===== config.mk =====
export PLATFORM = sky130hd
export DESIGN_NAME = sbcs_top
export DESIGN_NICKNAME = d
export VERILOG_FILES = /design/src/hw/sbcs_pkg.sv /design/src/hw/sbcs_bank.sv /design/src/hw/sbcs_top.sv
export VERILOG_INCLUDE_DIRS = /design/src /design/src/hw
export SDC_FILE = /design/constraint.sdc
export NUM_CORES = 1
export LEC_CHECK = 0
export BUFFER_PORTS_ARGS = -buffer_cell sky130_fd_sc_hd__buf_4
export CORE_ASPECT_RATIO = 0.5
export CORE_MARGIN = 5
export CORE_UTILIZATION = 45
export CTS_BUF_LIST = sky130_fd_sc_hd__clkbuf_4
export CTS_CLUSTER_DIAMETER = 200
export DETAILED_ROUTE_END_ITERATION = 8
export GPL_TIMING_DRIVEN = 1
export PLACE_DENSITY = 0.72
export SLEW_MARGIN = 0
export SYNTH_ARGS = -nofsm -noshare
export SYNTH_HDL_FRONTEND = slang
export SYNTH_SLANG_ARGS = --single-unit

===== constraint.sdc =====
create_clock -name core_clk_in -period 6.8 [get_ports core_clk_in]
set_input_delay 1.36 -clock core_clk_in [delete_from_list [all_inputs] [get_ports core_clk_in]]
set_output_delay 1.36 -clock core_clk_in [all_outputs]
set_load 0.05 [all_outputs]

===== src/hw/sbcs_consts.svh =====
`ifndef SBCS_CONSTS_SVH
`define SBCS_CONSTS_SVH

`define SBCS_CLK_PERIOD_NS 10
`define SBCS_NS2CYC(ns) ((((ns) + `SBCS_CLK_PERIOD_NS - 1) / `SBCS_CLK_PERIOD_NS) < 1 ? 1 : \
  (((ns) + `SBCS_CLK_PERIOD_NS - 1) / `SBCS_CLK_PERIOD_NS))
`define SBCS_PRECHARGE_PERIOD_NS 20
`define SBCS_ACTIVATE_TO_ACCESS_NS 20
`define SBCS_REFRESH_CYCLE_NS 70
`define SBCS_MODE_LOAD_CYC 2
`define SBCS_SELF_REFRESH_EXIT_NS 70
`define SBCS_BURST_CYC 4
`define SBCS_CNT_W 8
`define SBCS_BANKS 4

`endif


===== src/hw/sbcs_pkg.sv =====
package sbcs_pkg;

  typedef enum logic [3:0] {
    CMD_INHIBIT    = 4'h0,
    CMD_NOP        = 4'h1,
    CMD_ACTIVE     = 4'h2,
    CMD_READ       = 4'h3,
    CMD_WRITE      = 4'h4,
    CMD_PRECHARGE  = 4'h5,
    CMD_BURST_TERM = 4'h6,
    CMD_REFRESH    = 4'h7,
    CMD_LOAD_MODE  = 4'h8
  } sbcs_cmd_t;

  typedef enum logic [2:0] {
    BANK_IDLE        = 3'h0,
    BANK_ACTIVATING  = 3'h1,
    BANK_ACTIVE      = 3'h2,
    BANK_READ        = 3'h3,
    BANK_WRITE       = 3'h4,
    BANK_READ_AP     = 3'h5,
    BANK_WRITE_AP    = 3'h6,
    BANK_PRECHARGING = 3'h7
  } sbcs_bank_state_t;

  typedef enum logic [2:0] {
    DEV_NORMAL       = 3'h0,
    DEV_REFRESHING   = 3'h1,
    DEV_MODE_ACCESS  = 3'h2,
    DEV_PRE_ALL      = 3'h3,
    DEV_SELF_REFRESH = 3'h4,
    DEV_SR_EXIT      = 3'h5
  } sbcs_dev_state_t;

  typedef struct packed {
    logic cs_n;
    logic ras_n;
    logic cas_n;
    logic we_n;
    logic cke;
    logic auto_precharge_select_bit;
    logic bank_select_high;
    logic bank_select_low;
  } sbcs_pins_t;

endpackage


===== src/hw/sbcs_bank.sv =====
`timescale 1ns/1ps
`include "sbcs_consts.svh"
module sbcs_bank
  import sbcs_pkg::*;
#(
  parameter int CNT_W   = `SBCS_CNT_W,
  parameter int TRP_C   = `SBCS_NS2CYC(`SBCS_PRECHARGE_PERIOD_NS),
  parameter int ACTIVATE_TO_ACCESS_DELAY_C  = `SBCS_NS2CYC(`SBCS_ACTIVATE_TO_ACCESS_NS),
  parameter int BURST_C = `SBCS_BURST_CYC
) (
  input  wire logic             core_clk_in,
  input  wire logic             rst_n_in,
  input  wire logic             go_in,
  input  wire sbcs_cmd_t        cmd_in,
  input  wire logic             ap_in,
  input  wire logic             pre_all_in,
  input  wire logic             term_in,
  output sbcs_bank_state_t      state_out,
  output logic                  bad_out
);

  sbcs_bank_state_t state;
  sbcs_bank_state_t next_state;
  logic [CNT_W-1:0] cnt;
  logic [CNT_W-1:0] next_cnt;
  logic             cnt_done;
  logic             bursting;
  logic             cmd_legal;

  assign cnt_done  = (cnt == CNT_W'(1));
  assign bursting  = (state == BANK_READ) || (state == BANK_WRITE);
  assign cmd_legal = ((state == BANK_IDLE) && (cmd_in == CMD_ACTIVE || cmd_in == CMD_PRECHARGE))
                  || ((state == BANK_ACTIVE || bursting)
                      && (cmd_in == CMD_READ || cmd_in == CMD_WRITE || cmd_in == CMD_PRECHARGE));
  assign bad_out   = go_in && !cmd_legal;
  assign state_out = state;

  always_comb begin
    next_state = state;
    next_cnt   = (cnt != CNT_W'(0)) ? cnt - CNT_W'(1) : cnt;
    if (pre_all_in && state != BANK_IDLE) begin
      next_state = BANK_PRECHARGING;
      next_cnt   = CNT_W'(TRP_C);
    end else if (go_in && cmd_legal) begin
      case (cmd_in)
        CMD_ACTIVE: begin
          next_state = BANK_ACTIVATING;
          next_cnt   = CNT_W'(ACTIVATE_TO_ACCESS_DELAY_C);
        end
        CMD_READ: begin
          next_state = ap_in ? BANK_READ_AP : BANK_READ;
          next_cnt   = ap_in ? CNT_W'(BURST_C + TRP_C) : CNT_W'(BURST_C);
        end
        CMD_WRITE: begin
          next_state = ap_in ? BANK_WRITE_AP : BANK_WRITE;
          next_cnt   = ap_in ? CNT_W'(BURST_C + TRP_C) : CNT_W'(BURST_C);
        end
        CMD_PRECHARGE: begin
          if (state != BANK_IDLE) begin
            next_state = BANK_PRECHARGING;
            next_cnt   = CNT_W'(TRP_C);
          end
        end
        default: begin
          next_state = state;
        end
      endcase
    end else if (term_in && bursting) begin
      next_state = BANK_ACTIVE;
      next_cnt   = CNT_W'(0);
    end else if (cnt_done) begin
      case (state)
        BANK_ACTIVATING:  next_state = BANK_ACTIVE;
        BANK_READ:        next_state = BANK_ACTIVE;
        BANK_WRITE:       next_state = BANK_ACTIVE;
        BANK_PRECHARGING: next_state = BANK_IDLE;
        BANK_READ_AP:     next_state = BANK_IDLE;
        BANK_WRITE_AP:    next_state = BANK_IDLE;
        default:          next_state = state;
      endcase
    end
  end

  always_ff @(posedge core_clk_in or negedge rst_n_in) begin
    if (!rst_n_in) begin
      state <= BANK_IDLE;
      cnt   <= CNT_W'(0);
    end else begin
      state <= next_state;
      cnt   <= next_cnt;
    end
  end
endmodule


===== src/hw/sbcs_top.sv =====
`timescale 1ns/1ps
`include "sbcs_consts.svh"
// Functional notes
// - Chip select high is command inhibit; ongoing operations continue untouched.
// - Select low with all three strobes high is no-operation; state continues.
// - Commands count only with clock enable high on previous and current edge, except a refresh with it low on the current edge (self refresh).
// - Bank is idle only after precharge period; only idle banks accept activate.
// - Precharge to an idle bank leaves it unchanged, acting as no-operation.
// - Row active means row open, delay met, no burst; reads and writes start bursts.
// - From row active, read and write start bursts, with or without auto precharge.
// - Precharge in row active closes the row and enters precharging.
// - During a plain read burst, read restarts and write switches to write burst.
// - During a plain write burst, write restarts and read switches to read burst.
// - Precharge during a plain read burst cuts it short and starts precharging.
// - Precharge during a plain write burst cuts it short and starts precharging.
// - Burst terminate stops the most recently started burst, in whichever bank, if that burst is a plain read or write burst.
// - Precharging lasts the precharge period; activating lasts the activate delay.
// - Auto precharge access holds the bank busy until precharge ends, then idle.
// - Refresh lasts refresh cycle time; mode access lasts mode-load delay; then idle.
// - Precharge-all lasts the precharge period and leaves every bank idle.
// - Any unlisted state and command pair is illegal and never produced.
// - Address bit ten high on read or write selects auto precharge.
// - Precharge with bit ten low hits the selected bank, high hits all banks.
// - Refresh encoding with clock enable sampled low enters self refresh.
module sbcs_top
  import sbcs_pkg::*;
#(
  parameter int CNT_W   = `SBCS_CNT_W,
  parameter int BANKS   = `SBCS_BANKS,
  parameter int TRP_C   = `SBCS_NS2CYC(`SBCS_PRECHARGE_PERIOD_NS),
  parameter int ACTIVATE_TO_ACCESS_DELAY_C  = `SBCS_NS2CYC(`SBCS_ACTIVATE_TO_ACCESS_NS),
  parameter int REFRESH_CYCLE_TIME_C  = `SBCS_NS2CYC(`SBCS_REFRESH_CYCLE_NS),
  parameter int MODE_LOAD_DELAY_C  = `SBCS_MODE_LOAD_CYC,
  parameter int SELF_REFRESH_EXIT_DELAY_C  = `SBCS_NS2CYC(`SBCS_SELF_REFRESH_EXIT_NS),
  parameter int BURST_C = `SBCS_BURST_CYC
) (
  input  wire logic                    core_clk_in,
  input  wire logic                    rst_n_in,
  input  wire logic                    cs_n_in,
  input  wire logic                    ras_n_in,
  input  wire logic                    cas_n_in,
  input  wire logic                    we_n_in,
  input  wire logic                    cke_in,
  input  wire logic                    auto_precharge_select_bit_in,
  input  wire logic                    bank_select_high_in,
  input  wire logic                    bank_select_low_in,
  output sbcs_bank_state_t [BANKS-1:0] bank_state_out,
  output sbcs_dev_state_t              dev_state_out,
  output sbcs_cmd_t                    cmd_out,
  output logic                         violation_out
);

  sbcs_pins_t       pin_raw;
  sbcs_pins_t       pin_s1;
  sbcs_pins_t       pin_s2;
  sbcs_pins_t       pin_s3;
  sbcs_pins_t       cur;
  logic             stable;
  logic             cke_held;
  logic             cke_now;
  sbcs_cmd_t        strobe_cmd;
  sbcs_cmd_t        cmd;
  logic [1:0]       sel;
  logic             ap;
  logic             table_ok;
  logic             exec;
  logic             bank_cmd;
  logic             all_idle;
  logic             pre_all_ok;
  logic             pre_all;
  logic             term_ok;
  logic             sr_enter;
  logic             glob_bad;
  logic             any_bank_bad;
  logic             rw_start;
  logic             dev_busy;
  logic [1:0]       last_bank;
  logic             burst_seen;
  sbcs_dev_state_t  dev_state;
  sbcs_dev_state_t  next_dev_state;
  logic [CNT_W-1:0] dev_cnt;
  logic [CNT_W-1:0] next_dev_cnt;
  logic [BANKS-1:0] go;
  logic [BANKS-1:0] term;
  logic [BANKS-1:0] bank_bad;
  logic [BANKS-1:0] idle_bits;
  logic [BANKS-1:0] pre_ok_bits;
  logic [BANKS-1:0] burst_bits;

  assign pin_raw = '{cs_n: cs_n_in, ras_n: ras_n_in, cas_n: cas_n_in, we_n: we_n_in,
                     cke: cke_in, auto_precharge_select_bit: auto_precharge_select_bit_in,
                     bank_select_high: bank_select_high_in, bank_select_low: bank_select_low_in};

  always_ff @(posedge core_clk_in or negedge rst_n_in) begin
    if (!rst_n_in) begin
      pin_s1 <= 8'h00;
      pin_s2 <= 8'h00;
      pin_s3 <= 8'h00;
    end else begin
      pin_s1 <= pin_raw;
      pin_s2 <= pin_s1;
      pin_s3 <= pin_s2;
    end
  end

  // Pins count only once stages two and three agree
  assign stable   = (pin_s2 == pin_s3);
  assign cur      = pin_s3;
  assign cke_now  = stable ? cur.cke : cke_held;
  assign sel      = {cur.bank_select_high, cur.bank_select_low};
  assign ap       = cur.auto_precharge_select_bit;

  always_comb begin
    case ({cur.ras_n, cur.cas_n, cur.we_n})
      3'b111:  strobe_cmd = CMD_NOP;
      3'b011:  strobe_cmd = CMD_ACTIVE;
      3'b101:  strobe_cmd = CMD_READ;
      3'b100:  strobe_cmd = CMD_WRITE;
      3'b010:  strobe_cmd = CMD_PRECHARGE;
      3'b110:  strobe_cmd = CMD_BURST_TERM;
      3'b001:  strobe_cmd = CMD_REFRESH;
      default: strobe_cmd = CMD_LOAD_MODE;
    endcase
  end

  assign cmd      = (!stable || cur.cs_n) ? CMD_INHIBIT : strobe_cmd;
  assign table_ok = cke_held && cke_now && (dev_state == DEV_NORMAL);
  assign exec     = table_ok && (cmd != CMD_INHIBIT) && (cmd != CMD_NOP);
  assign bank_cmd = exec && ((cmd == CMD_ACTIVE) || (cmd == CMD_READ) || (cmd == CMD_WRITE)
                             || ((cmd == CMD_PRECHARGE) && !ap));
  assign all_idle   = &idle_bits;
  assign pre_all_ok = &pre_ok_bits;
  assign pre_all    = exec && (cmd == CMD_PRECHARGE) && ap && pre_all_ok;
  assign term_ok    = exec && (cmd == CMD_BURST_TERM) && burst_seen
                      && burst_bits[last_bank];
  assign sr_enter   = (dev_state == DEV_NORMAL) && cke_held && !cke_now
                      && (cmd == CMD_REFRESH) && all_idle;
  assign dev_busy   = (dev_state == DEV_REFRESHING) || (dev_state == DEV_MODE_ACCESS)
                      || (dev_state == DEV_PRE_ALL) || (dev_state == DEV_SR_EXIT);
  assign glob_bad   = (exec && (((cmd == CMD_REFRESH || cmd == CMD_LOAD_MODE) && !all_idle)
                                || (cmd == CMD_PRECHARGE && ap && !pre_all_ok)
                                || (cmd == CMD_BURST_TERM && !term_ok)))
                      || (dev_busy && cmd != CMD_INHIBIT && cmd != CMD_NOP);
  assign any_bank_bad = |bank_bad;
  assign rw_start     = bank_cmd && ((cmd == CMD_READ) || (cmd == CMD_WRITE)) && !bank_bad[sel];

  genvar gi;
  generate
    for (gi = 0; gi < BANKS; gi++) begin : g_bank
      assign go[gi]          = bank_cmd && (sel == 2'(gi));
      assign term[gi]        = term_ok && (last_bank == 2'(gi));
      assign idle_bits[gi]   = (bank_state_out[gi] == BANK_IDLE);
      assign burst_bits[gi]  = (bank_state_out[gi] == BANK_READ)
                               || (bank_state_out[gi] == BANK_WRITE);
      assign pre_ok_bits[gi] = idle_bits[gi] || burst_bits[gi]
                               || (bank_state_out[gi] == BANK_ACTIVE);
      sbcs_bank #(
        .CNT_W   (CNT_W),
        .TRP_C   (TRP_C),
        .ACTIVATE_TO_ACCESS_DELAY_C  (ACTIVATE_TO_ACCESS_DELAY_C),
        .BURST_C (BURST_C)
      ) u_bank (
        .core_clk_in (core_clk_in),
        .rst_n_in    (rst_n_in),
        .go_in       (go[gi]),
        .cmd_in      (cmd),
        .ap_in       (ap),
        .pre_all_in  (pre_all),
        .term_in     (term[gi]),
        .state_out   (bank_state_out[gi]),
        .bad_out     (bank_bad[gi])
      );
    end
  endgenerate

  always_comb begin
    next_dev_state = dev_state;
    next_dev_cnt   = (dev_cnt != CNT_W'(0)) ? dev_cnt - CNT_W'(1) : dev_cnt;
    case (dev_state)
      DEV_NORMAL: begin
        if (sr_enter) begin
          next_dev_state = DEV_SELF_REFRESH;
        end else if (exec && !glob_bad) begin
          if (cmd == CMD_REFRESH) begin
            next_dev_state = DEV_REFRESHING;
            next_dev_cnt   = CNT_W'(REFRESH_CYCLE_TIME_C);
          end else if (cmd == CMD_LOAD_MODE) begin
            next_dev_state = DEV_MODE_ACCESS;
            next_dev_cnt   = CNT_W'(MODE_LOAD_DELAY_C);
          end else if (cmd == CMD_PRECHARGE && ap) begin
            next_dev_state = DEV_PRE_ALL;
            next_dev_cnt   = CNT_W'(TRP_C);
          end
        end
      end
      DEV_SELF_REFRESH: begin
        if (cke_now) begin
          next_dev_state = DEV_SR_EXIT;
          next_dev_cnt   = CNT_W'(SELF_REFRESH_EXIT_DELAY_C);
        end
      end
      default: begin
        if (dev_cnt == CNT_W'(1)) begin
          next_dev_state = DEV_NORMAL;
        end
      end
    endcase
  end

  always_ff @(posedge core_clk_in or negedge rst_n_in) begin
    if (!rst_n_in) begin
      dev_state <= DEV_NORMAL;
      dev_cnt   <= CNT_W'(0);
      cke_held  <= 1'b0;
    end else begin
      dev_state <= next_dev_state;
      dev_cnt   <= next_dev_cnt;
      cke_held  <= cke_now;
    end
  end

  // Most recent burst owner for burst terminate
  always_ff @(posedge core_clk_in or negedge rst_n_in) begin
    if (!rst_n_in) begin
      last_bank  <= 2'h0;
      burst_seen <= 1'b0;
    end else if (rw_start) begin
      last_bank  <= sel;
      burst_seen <= 1'b1;
    end
  end

  always_ff @(posedge core_clk_in or negedge rst_n_in) begin
    if (!rst_n_in) begin
      violation_out <= 1'b0;
      cmd_out       <= CMD_INHIBIT;
    end else begin
      violation_out <= glob_bad || any_bank_bad;
      cmd_out       <= table_ok ? cmd : CMD_INHIBIT;
    end
  end

  assign dev_state_out = dev_state;
endmodule


# [Yosys cells after proc, flatten, opt, wreduce, memory -nomap -nowiden]
# Index checks and enable logic that the tools add are counted.
[word_totals] wordCells=344 input_bits=10 register_bits=88 output_inout_bits=20
[op_classes] addsub=5 reduce_logical=148 muxes=79 n_lt_le_gt_ge=2 eq_ne=71
[op_table] operator="two-way mux 8 bit" n=27
[op_table] operator="case mux 8 bit (3 select lines)" n=4
[op_table] operator="two-way mux 3 bit" n=28
[op_table] operator="== test 3 bit, second input constant" n=22
[op_table] operator="logical AND 1 bit" n=58
[op_table] operator="case mux 3 bit (4 select lines)" n=4
[op_table] operator="== test 8 x 1 -> 1 bit, second input constant" n=5
[op_table] operator="nonzero test 8 bit" n=5
[op_table] operator="subtractor 8 x 1 -> 8 bit, second input constant" n=5
[op_table] operator="== test 3 x 2 -> 1 bit, second input constant" n=12
[op_table] operator="logical OR 1 bit" n=35
[op_table] operator="case mux 3 bit (2 select lines)" n=5
[op_table] operator="case mux 4 bit (7 select lines)" n=1
[op_table] operator="AND reduction 4 bit" n=7
[op_table] operator="inequality test 6 x 5 -> 1 bit, second input constant" n=4
[op_table] operator="OR reduction 3 bit" n=8
[op_table] operator="nonzero test 4 bit" n=5
[op_table] operator="nonzero test 5 bit" n=4
[op_table] operator="== test 3 x 1 -> 1 bit, second input constant" n=6
[op_table] operator="== test 4 x 3 -> 1 bit, second input constant" n=4
[op_table] operator="inequality test 4 x 2 -> 1 bit, second input constant" n=4
[op_table] operator="case mux 8 bit (2 select lines)" n=1
[op_table] operator="zero test 3 bit" n=5
[op_table] operator="nonzero test 3 bit" n=5
[op_table] operator="other kinds (18)" n=41

# [Depth between registers and ports, before layout]
# Gate-level depths: netlist of run 1.
[depth] word_depth=20 depth_mapped=9

# [Cells and area by module]
# Synthesis of run 1 repeated with hierarchy kept, for this count alone.
[hier_totals] cells_unflattened=676 hier_area_um2=5955.7
[by_module_without_submodules] module="sbcs_bank" area_per_inst_um2=970.9 cells_each=121 n_inst=4
[by_module_without_submodules] module="sbcs_top" area_per_inst_um2=2072.0 cells_each=192 n_inst=1

# [Worst setup path after synthesis of run 1]
# No wires, ideal clock.
[synth_path] path_type="flip-flop to flip-flop" startpoint="register dev_state[2], in the netlist dev_state_out[2]" endpoint="register g_bank[0].u_bank.state[0]" setup_ns=0.127 period_less_slack_ns=2.787 slack_ns=4.013 path_stages_with_launch=9 arrival_time_ns=2.660 cell_sequence="dfrtp_1 buf_2 or4b_4 nor4b_4 nand4_2 nor4_2 o22ai_2 nand3_2 mux2_1"
[synth_between] elab_chain_cells=12 elab_cells_between_ends=24 classes_between="eq/ne (2); mux (3); reduce/logical (19)"
[synth_lines] element="start: declaration" line="sbcs_top.sv:79" rtl="sbcs_dev_state_t dev_state;"
[synth_lines] element="start signal: assignment" line="sbcs_top.sv:216" rtl="dev_state <= next_dev_state;"
[synth_lines] element="zero test 3 bit *" line="sbcs_top.sv:127" rtl="assign table_ok = cke_held && cke_now && (dev_state == DEV_NORMAL);"
[synth_lines] element="logical AND 1 bit *" line="sbcs_top.sv:127"
[synth_lines] element="logical AND 1 bit * (2 in series)" line="sbcs_top.sv:128" rtl="assign exec = table_ok && (cmd != CMD_INHIBIT) && (cmd != CMD_NOP);"
[synth_lines] element="logical AND 1 bit (2 in series)" line="sbcs_top.sv:134" rtl="assign term_ok = exec && (cmd == CMD_BURST_TERM) && burst_seen"
[synth_lines] element="logical AND 1 bit" line="sbcs_top.sv:135" rtl="&& burst_bits[last_bank];"
[synth_lines] element="logical AND 1 bit" line="sbcs_top.sv:151" rtl="assign term[gi] = term_ok && (last_bank == 2'(gi));"
[synth_lines] element="logical AND 1 bit" line="sbcs_bank.sv:68" rtl="end else if (term_in && bursting) begin"
[synth_lines] element="two-way mux 3 bit" line="sbcs_bank.sv:68"
[synth_lines] element="two-way mux 3 bit" line="sbcs_bank.sv:44" rtl="end else if (go_in && cmd_legal) begin"
[synth_lines] element="two-way mux 3 bit" line="sbcs_bank.sv:41" rtl="if (pre_all_in && state != BANK_IDLE) begin"
[synth_lines] element="end signal: assignment" line="sbcs_bank.sv:89" rtl="state <= next_state;"
[synth_lines] element="end: declaration" line="sbcs_bank.sv:22" rtl="sbcs_bank_state_t state;"
# Every way passes the cells marked *; elsewhere a longest branch is shown, timed or not.
# A chain may end at the register's enable or synchronous reset.

# [Final worst setup path of run 1]
[layout_path] startpoint="register pin_s3 (netlist bit cur[4])" endpoint="register g_bank[0].u_bank.state[2]"
[layout_between] elab_chain_cells=15 elab_cells_between_ends=55 classes_between="eq/ne (16); mux (7); reduce/logical (32)"
[layout_lines] element="start: declaration" line="sbcs_top.sv:56" rtl="sbcs_pins_t pin_s3;"
[layout_lines] element="start signal: assignment" line="sbcs_top.sv:102" rtl="pin_s3 <= pin_s2;"
[layout_lines] element="branches (longest 15 deep; another with case mux 4 bit (7 select lines))"
# Several ways; the timed one is not identified.

==> summary.md, run 1 <==
| Metric | Value |
|---|---|
| Status | `finished clean` |
| Slew Viols, Final | `0` |
| Cell area after synthesis | `5290 um2` |
| Setup_tns | `0 ns` |
| Setup Skew | `0.0232 ns` |
| Peak supply drop | `about 0.13 mV` |
| Tmin final | `approximately 4.0 ns` |
| Area post-placement | `5630 um2` |
| Port bufs | `29` |
| Clk_lat worst skew | `between 0.4 and 0.5 ns` |
| Sequential share of the synthesized area | `0.416` |
| Setup crit end kind | `flip-flop` |
| Root Buffer | `clkbuf_4` |
| Total CTS buffers | `9` |
| Longest Clk Path Bufs | `2` |
| Nets | `a little over 600` |
| CP Launch Type | `flip-flop` |
| Design area | `around 5800 um2` |
| Worst slack at placement | `approximately 2.9 ns` |
| Fillers | `between 1000 and 1500` |
| Ant diodes | `0` |
| GRT busiest layer | `met2` |
| DR WL/cell | `17.1 um` |
| I/O pin count | `30` |
| Share of cells above drive strength 1 | `0.143` |
| Post-Route WL | `about 13000 um` |
| Starting DRT DRC Count | `404` |
| Lkg Pwr | `between 2 and 3 nW` |
| Met3 usage | `0.0404` |
| Detail Placement HPWL | `approximately 9400 um` |
| RSZ-0062 raised after global routing | `false` |
| Chip height | `86.7 um` |
| Cells after Synth | `between 500 and 600` |
| Gp weighted congestion | `0.977` |
| Setup Fix Bufs, Post-CTS | `0` |
| Yosys Warn Count | `0` |
| WHS Path Cells | `0` |
| Core area | `about 12000 um2` |
| DRC errors left | `0` |
| Met2 Usage GRT | `0.308` |
| Multi-input logic area | `just under 3000 um2` |
| PD cells | `176 nW/um2` |
| Post-CTS Resized | `0` |
| EDFF count, synth | `0` |
| Achievable frequency | `about 250 MHz` |
| Initial Util | `0.454` |
| Vias in the first global route | `about 4300` |
| Synth cell types | `just under 80` |
| Worst setup margin | `2.82 ns` |
| Worst-Margin Slew | `0.936 ns` |
| CTS clk-pin slew, worst paths | `roughly 0.14 ns` |
| Drt first pass iters | `5` |
| Row count | `28` |
| Post-synth ARST share | `1.00` |
| CTS tree | `built` |
| Gr usage total | `0.191` |
| FF+latch count, synth | `88` |
| Setup-failing EPs final | `0` |
| Hold buffers post-CTS | `0` |
| Die span in x | `163 um` |
| H-tree Lvls | `3` |
| CP Data Required Time | `a little over 7 ns` |
| Largest net degree at the start of global routing | `46` |
| Initial antenna violation count | `0` |
| Syn_area_per_cell | `9.47 um2` |
| Overflow after GRT | `0` |
| HP Class | `reg2reg` |
| # Max-Cap Violations | `0` |
| Slew HR | `0.373` |
| Reg2Reg Depth | `7` |
| Post-route ant nets | `0` |
| CP max FO | `22` |
| Die area | `14200 um2` |
| Vias per inst | `approximately 5.9` |
| Final Cycle Share | `0.585` |
| FF+latch area | `between 2000 and 2500 um2` |
| Arrival time worst endpoint | `approximately 4.3 ns` |
| Final Hold Viols | `0` |
| Synthesized Nets | `just under 600` |
| Via Count | `4422` |
| P&R area growth vs syn | `8.70%` |
| Sink Count | `88` |
| First-pass GRT wire length | `21600 um` |
| Crit Path Class | `reg2reg` |
| GRT met1 Usage | `0.255` |
| Synth Flop Type | `dfrtp_1` |
## logic make-up after synthesis
kind of cell	synth area share
simple gates	0.271
flops	0.416
compound gates	0.134
mux	0.0409
buf+inv	0.0338
fa+ha+maj	0.0331
xor+xnor	0.0709
## metrics by stage
stage                     hold slack, ns  power [W]  utilization  cells
after detailed placement           0.335   0.000757        0.483    735
after global routing               0.376    0.00108        0.493    751
after global placement             0.334   0.000751        0.483    735
final                              0.363    0.00101        0.493    751
after floorplan                    0.331   0.000713            -    559
after CTS                          0.366    0.00103        0.493    751
## per-layer routing
layer | share of wire | vias up
met5 | 0 | -
met4 | 0.023 | 0
met3 | 0.063 | 27
met2 | 0.45 | 187
met1 | 0.46 | 2108
li1 | - | 2100
## cell usage after synthesis, types with 6 or more instances
library cell	count	area, um2
a21oi_1	17	85.1
o22ai_1	8	50.1
o21ai_0	24	120
mux2i_1	7	70.1
or3_1	9	56.3
nand3_1	21	105
xnor2_1	29	254
and3_1	8	50.1
nor2_1	59	221
nor2b_1	6	37.5
nand4_1	19	119
mux2_2	9	101
clkbuf_1	10	37.5
dfrtp_1	88	2200
nor3_1	23	115
nand2_1	41	154
nor4_1	17	106
xor2_1	12	105
ha_1	14	175
o211ai_1	9	67.6
buf_2	7	35.0
inv_1	23	86.3
## state kept, by name, summed over array words and instances, names as in the netlist
name / flops
dev_state_out: 3
cur: 7
g_bank.u_bank.cnt: 32
burst_seen: 1
violation_out: 1
last_bank: 2
pin_s2: 8
dev_cnt: 8
cmd_out: 4
ap: 1
g_bank.u_bank.state_out: 12
pin_s1: 8
cke_held: 1
## cell usage in the layout, fill, tap and decap left out, types with 5 or more instances in the layout
| master | instances |
|---|---|
| mux2i_1 | 7 |
| nand3b_1 | 5 |
| nand3_1 | 21 |
| a31oi_1 | 5 |
| a21oi_1 | 17 |
| or3_1 | 9 |
| dfrtp_1 | 88 |
| buf_4 | 30 |
| nor2b_1 | 6 |
| ha_1 | 14 |
| o21ai_0 | 24 |
| clkbuf_4 | 10 |
| o22ai_1 | 8 |
| and3_1 | 8 |
| xor2_1 | 12 |
| xnor2_1 | 29 |
| mux2_2 | 9 |
| inv_1 | 23 |
| nand2_1 | 41 |
| o211ai_1 | 9 |
| nand4_1 | 19 |
| nor3_1 | 23 |
| or4_1 | 5 |
| nor2_1 | 59 |
| nor4_1 | 17 |
## path summary, 6_finish.rpt
kind	startpoint	end	slack, ns
worst max register to register	cur[4]	g_bank[0].u_bank.state_out[2]	2.82
worst min register to register	pin_s1[3]	pin_s2[3]	0.36
worst min-delay path	pin_s1[3]	pin_s2[3]	0.36
max in group asynchronous	rst_n_in	g_bank[0].u_bank.state_out[1]	4.92
min in group asynchronous	rst_n_in	dev_cnt[0]	0.88
worst max-delay path	cur[4]	g_bank[0].u_bank.state_out[2]	2.82
## power breakdown
part	total (W)	internal (W)	switching [W]
sequential	0.000594	0.000556	0.0000381
clock	0.000266	0.0000805	0.000186
combinational	0.000154	0.0000623	0.0000915
## cell type report
cell class	instances	area share
Multi-Input combinational cell	428	0.506
Clock inverter	6	0.00740
Sequential cell	88	0.383
Inverter	24	0.0157
Clock buffer	10	0.0131
Timing Repair Buffer	30	0.0392
Tap cell	165	0.0359
## critical path: stages, from the launching register on
cell	delay, ns
dfrtp_1	0.83
xor2_1	0.28
nor4_4	0.82
nand4_1	0.71
or3_1	0.58
o22ai_2	0.16
nand3_2	0.14
mux2_1	0.34
(Power assumes the default switching activity.)
==> inputs of run 2 (changes only) <==
--- a/config.mk
+++ b/config.mk
@@ -6,6 +6,7 @@
 export SDC_FILE = /design/constraint.sdc
 export NUM_CORES = 1
 export LEC_CHECK = 0
+export ABC_AREA = 1
 export BUFFER_PORTS_ARGS = -buffer_cell sky130_fd_sc_hd__buf_4
 export CORE_ASPECT_RATIO = 0.5
 export CORE_MARGIN = 5
==> constraint.sdc (replaced) <==
create_clock -name core_clk_in -period 3.95 [get_ports core_clk_in]
set_input_delay 0.79 -clock core_clk_in [delete_from_list [all_inputs] [get_ports core_clk_in]]
set_output_delay 0.79 -clock core_clk_in [all_outputs]
set_load 0.05 [all_outputs]
==> run 2 against run 1 <==
First-iteration DRC count decreased by 30%; hold slack worse by 0.014 ns; critical path type unchanged; area after synthesis shrank 0.12%; combinational power up 100%; synthesized cell count is 27% higher; via count grew 3.1%; sequential cell count unchanged; total power grew 78%; clock power is 82% higher; fmax grew 26%; register-to-register slack got worse by 2.0 ns; cell count up 22%.
==> summary.md, run 2 <==
| Metric | Value |
|---|---|
| HP Class | `reg2reg` |
| Crit-path slowest cell | `dfrtp_1` |
| Crit-path leading delay family | `simple AND/OR/NAND/NOR gates` |
| CP Launch Type | `flip-flop` |
| Top cells by area, synth | `dfrtp_1 42%, nand2_1 13%, nor2_1 7.2%, inv_1 6.3%, nand3_1 3.4%` |
| Starting DRT DRC Count | `281 (-30%)` |
| CP Buf/Inv Count | `3 (+3)` |
| Setup_tns | `0 ns (unchanged)` |
| Synth cell types | `44 (-43%)` |
| Hold endpoint | `pin_s2[1]` |
| Lkg Pwr | `3.18 nW (+25%)` |
| I/O pin count | `30 (unchanged)` |
| Status | `finished clean` |
| Gp weighted congestion | `0.987 (+1.1%)` |
| Die area | `14100 um2 (-0.11%)` |
| Setup-failing EPs final | `0 (unchanged)` |
| Final Hold Viols | `0 (unchanged)` |
| Commonest cells post-synth | `181 x nand2_1, 101 x nor2_1, 88 x dfrtp_1, 88 x inv_1, 36 x nand3_1` |
| Setup crit end kind | `flip-flop` |
| Sink Count | `88 (unchanged)` |
| DR WL/cell | `12.8 um (-25%)` |
| Post-route ant nets | `0 (unchanged)` |
| CTS tree | `built` |
| Setup Fix Bufs, Post-CTS | `0 (unchanged)` |
| Achievable frequency | `317 MHz (+26%)` |
| Root Buffer | `clkbuf_4` |
| CP max FO | `16 (-27%)` |
| First-pass GRT wire length | `20400 um (-5.7%)` |
| WHS Path Cells | `0 (unchanged)` |
| Worst-Margin Slew | `1.09 ns (+0.159 ns)` |
| Crit Path Class | `reg2reg` |
| Hold buffers post-CTS | `0 (unchanged)` |
| RSZ-0062 raised after global routing | `false` |
| Share of the synthesized area in the top cell type | `0.417 (+0.000493)` |
| Largest net degree at the start of global routing | `89 (+93%)` |
| Slew Viols, Final | `0 (unchanged)` |
| Yosys Warn Count | `0 (unchanged)` |
| Worst setup margin | `0.800 ns (-2.02 ns)` |
| Total power | `0.00180 W (+78%)` |
| CP Cell Sequence | `clkinv_4, nand2_1, nand2_1, nand2_1, nor2_2, nand2_2, nor2_4, nand2_2, nor2_4, inv_1, a21oi_2, nand3_1, inv_1, nand2_1, nand2_2, nand3_1, nand2_1, nand2_1` |
| Largest area contributor in the netlist | `dfrtp_1` |
| Reg2reg end | `g_bank[2].u_bank.state_out[1]` |
| Clk_lat worst skew | `0.46 ns (about the same)` |
| Initial antenna violation count | `1 (+1)` |
| FF+latch count, synth | `88 (unchanged)` |
| Initial Util | `0.453 (-0.000536)` |
| Core occupancy in the finished layout | `0.495 (+0.00182)` |
| Most frequent cells in the layout | `181 x nand2_1, 101 x nor2_1, 88 x inv_1, 88 x dfrtp_1, 36 x nand3_1` |
| Syn_area_per_cell | `7.44 um2 (-21%)` |
| Largest register by flop count | `g_bank.u_bank.cnt` |
| Slew HR | `0.270 (-0.103)` |
| Gr usage total | `0.177 (-0.0140)` |
| Drt first pass iters | `7 (+2)` |
| Dpl cells | `896 (+22%)` |
| Via Count | `4560 (+3.1%)` |
| Crit path largest cell delay | `0.63 ns (-0.20 ns)` |
| Longest Clk Path Bufs | `2 (unchanged)` |
| Synth Flop Type | `dfrtp_1` |
| CTS clk-pin slew, worst paths | `0.15 ns (about the same)` |
| Reg2Reg Depth | `18 (+11)` |
| Total CTS buffers | `9 (unchanged)` |
| CP Data Required Time | `4.31 ns (-2.83 ns)` |
| # Max-Cap Violations | `0 (unchanged)` |
| Vias per inst | `4.99 (-15%)` |
| Top-count cell post-synth | `nand2_1` |
| Cells after Synth | `710 (+27%)` |
| Most common cell after layout, fill and taps aside | `nand2_1` |
| H-tree Lvls | `3 (unchanged)` |
| Peak supply drop | `0.181 mV (+41%)` |
| Final Cycle Share | `0.798 (+0.212)` |
| Post-Route WL | `11700 um (-9.0%)` |
| Sequential share of the synthesized area | `0.417 (+0.000493)` |
| CP dominant cell by count | `nand2_1` |
| Worst slack at placement | `0.869 ns (-2.07 ns)` |
| Arrival time worst endpoint | `3.51 ns (-0.81 ns)` |
| Port bufs | `29 (unchanged)` |
| Nets | `766 (+27%)` |
| Setup Skew | `0.0169 ns (-0.00622 ns)` |
| DRC errors left | `0 (unchanged)` |
| Fillers | `1124 (+1.7%)` |
| Die span in x | `163 um (about the same)` |
| Tmin final | `3.15 ns (-0.829 ns)` |
| Fin cells | `913 (+22%)` |
| P&R area growth vs syn | `9.23%` |
| EDFF count, synth | `0 (unchanged)` |
| Share of cells above drive strength 1 | `0.108 (-0.0349)` |
| RR Startpoint | `cur[4]` |
| Chip height | `86.6 um (about the same)` |
| Detail Placement HPWL | `8870 um (-5.4%)` |
| Vias in the first global route | `4371 (+0.55%)` |
| Post-CTS Resized | `0 (unchanged)` |
| Synthesized Nets | `734 (+26%)` |
| Cell area after synthesis | `5290 um2 (-0.12%)` |
| Max reg flops | `32 (unchanged)` |
| Overflow after GRT | `0 (unchanged)` |
| Row count | `28 (unchanged)` |
| Post-synth ARST share | `1.00 (unchanged)` |
| Core area | `11700 um2 (unchanged)` |
| PD cells | `313 nW/um2 (+77%)` |
| Hold path startpoint | `pin_s1[1]` |
| Worst R2R Setup Slack | `0.80 ns (-2.02 ns)` |
[run 2: changes by cell type after synthesis, moves of 8 or more]
cell,change
inv_1,+65
nand2_2,+8
xnor2_1,-17
nor2_2,+9
mux2_2,-9
nand4_1,+8
nor2_1,+42
nor4_1,-15
nand3_1,+15
a21oi_1,+13
clkbuf_1,-9
nand2_1,+140
[run 2: metal layers]
| metal | GRT usage | routed length, um | up-vias |
|---|---|---|---|
| li1 | - | - | 2345 |
| met1 | 0.248 | 5900 | 2087 |
| met2 | 0.277 | 5060 | 107 |
| met3 | 0.0380 | 505 | 21 |
| met4 | 0.0548 | 224 | 0 |
| met5 | 0 | 0 | - |
[run 2: worst max path at each step]
| stage | end | slack [ns] | startpoint | cells past startpoint |
|---|---|---|---|---|
| after floorplan | g_bank[3].u_bank.state_out[2] | 1.61 | dev_state_out[1] | 15 |
| after global placement | g_bank[2].u_bank.state_out[1] | 1.10 | cur[4] | 17 |
| after detailed placement | g_bank[2].u_bank.state_out[1] | 0.87 | cur[4] | 17 |
| after CTS | g_bank[2].u_bank.state_out[1] | 0.84 | cur[4] | 17 |
| after global routing | g_bank[2].u_bank.state_out[0] | 0.44 | cur[4] | 17 |
| final | g_bank[2].u_bank.state_out[1] | 0.80 | cur[4] | 18 |
[run 2: kinds of logic (layout without fill, tap and decap cells)]
logic type               count (synthesis)  after routing  synth area share
flip-flops                              88             88             0.417
AO/OA/AOI/OAI                           75             75            0.0793
buffers and inverters                  101            138            0.0798
AND/OR/NAND/NOR                        402            402             0.341
adder cells (fa/ha/maj)                 14             14            0.0331
other                                    0              1                 0
XOR/XNOR                                30             30            0.0497
[run 2: layout make-up]
| class | count | area, um2 | area share |
|---|---|---|---|
| Antenna cell | 1 | 2.50 | 0.000433 |
| Multi-Input combinational cell | 521 | 2660 | 0.461 |
| Tap cell | 165 | 206 | 0.0358 |
| Timing Repair Buffer | 29 | 218 | 0.0377 |
| Clock buffer | 9 | 67.6 | 0.0117 |
| Clock inverter | 7 | 60.1 | 0.0104 |
| Sequential cell | 88 | 2200 | 0.381 |
| Inverter | 93 | 355 | 0.0616 |
[run 2: power breakdown]
part | switching (W) | internal [W] | leakage [nW]
Clock | 0.000340 | 0.000143 | 0.0736
Sequential | 0.0000496 | 0.000963 | 1.16
Combinational | 0.000200 | 0.000110 | 1.95
[run 2: metrics by stage]
stage | hold slack (ns) | area (um2)
CTS | 0.349 | 5770
global placement | 0.333 | 5640
finish | 0.349 | 5770
detailed placement | 0.335 | 5640
floorplan | 0.331 | 5290
global route | 0.355 | 5770
[run 2: worst reg2reg max path, stage by stage, from the launching register on]
cell,delay [ns]
dfrtp_1,0.63
clkinv_4,0.20
nand2_1,0.07
nand2_1,0.05
nand2_1,0.05
nor2_2,0.16
nand2_2,0.11
nor2_4,0.29
nand2_2,0.15
nor2_4,0.32
inv_1,0.15
a21oi_2,0.19
nand3_1,0.15
inv_1,0.10
nand2_1,0.07
nand2_2,0.12
nand3_1,0.12
nand2_1,0.09
nand2_1,0.05
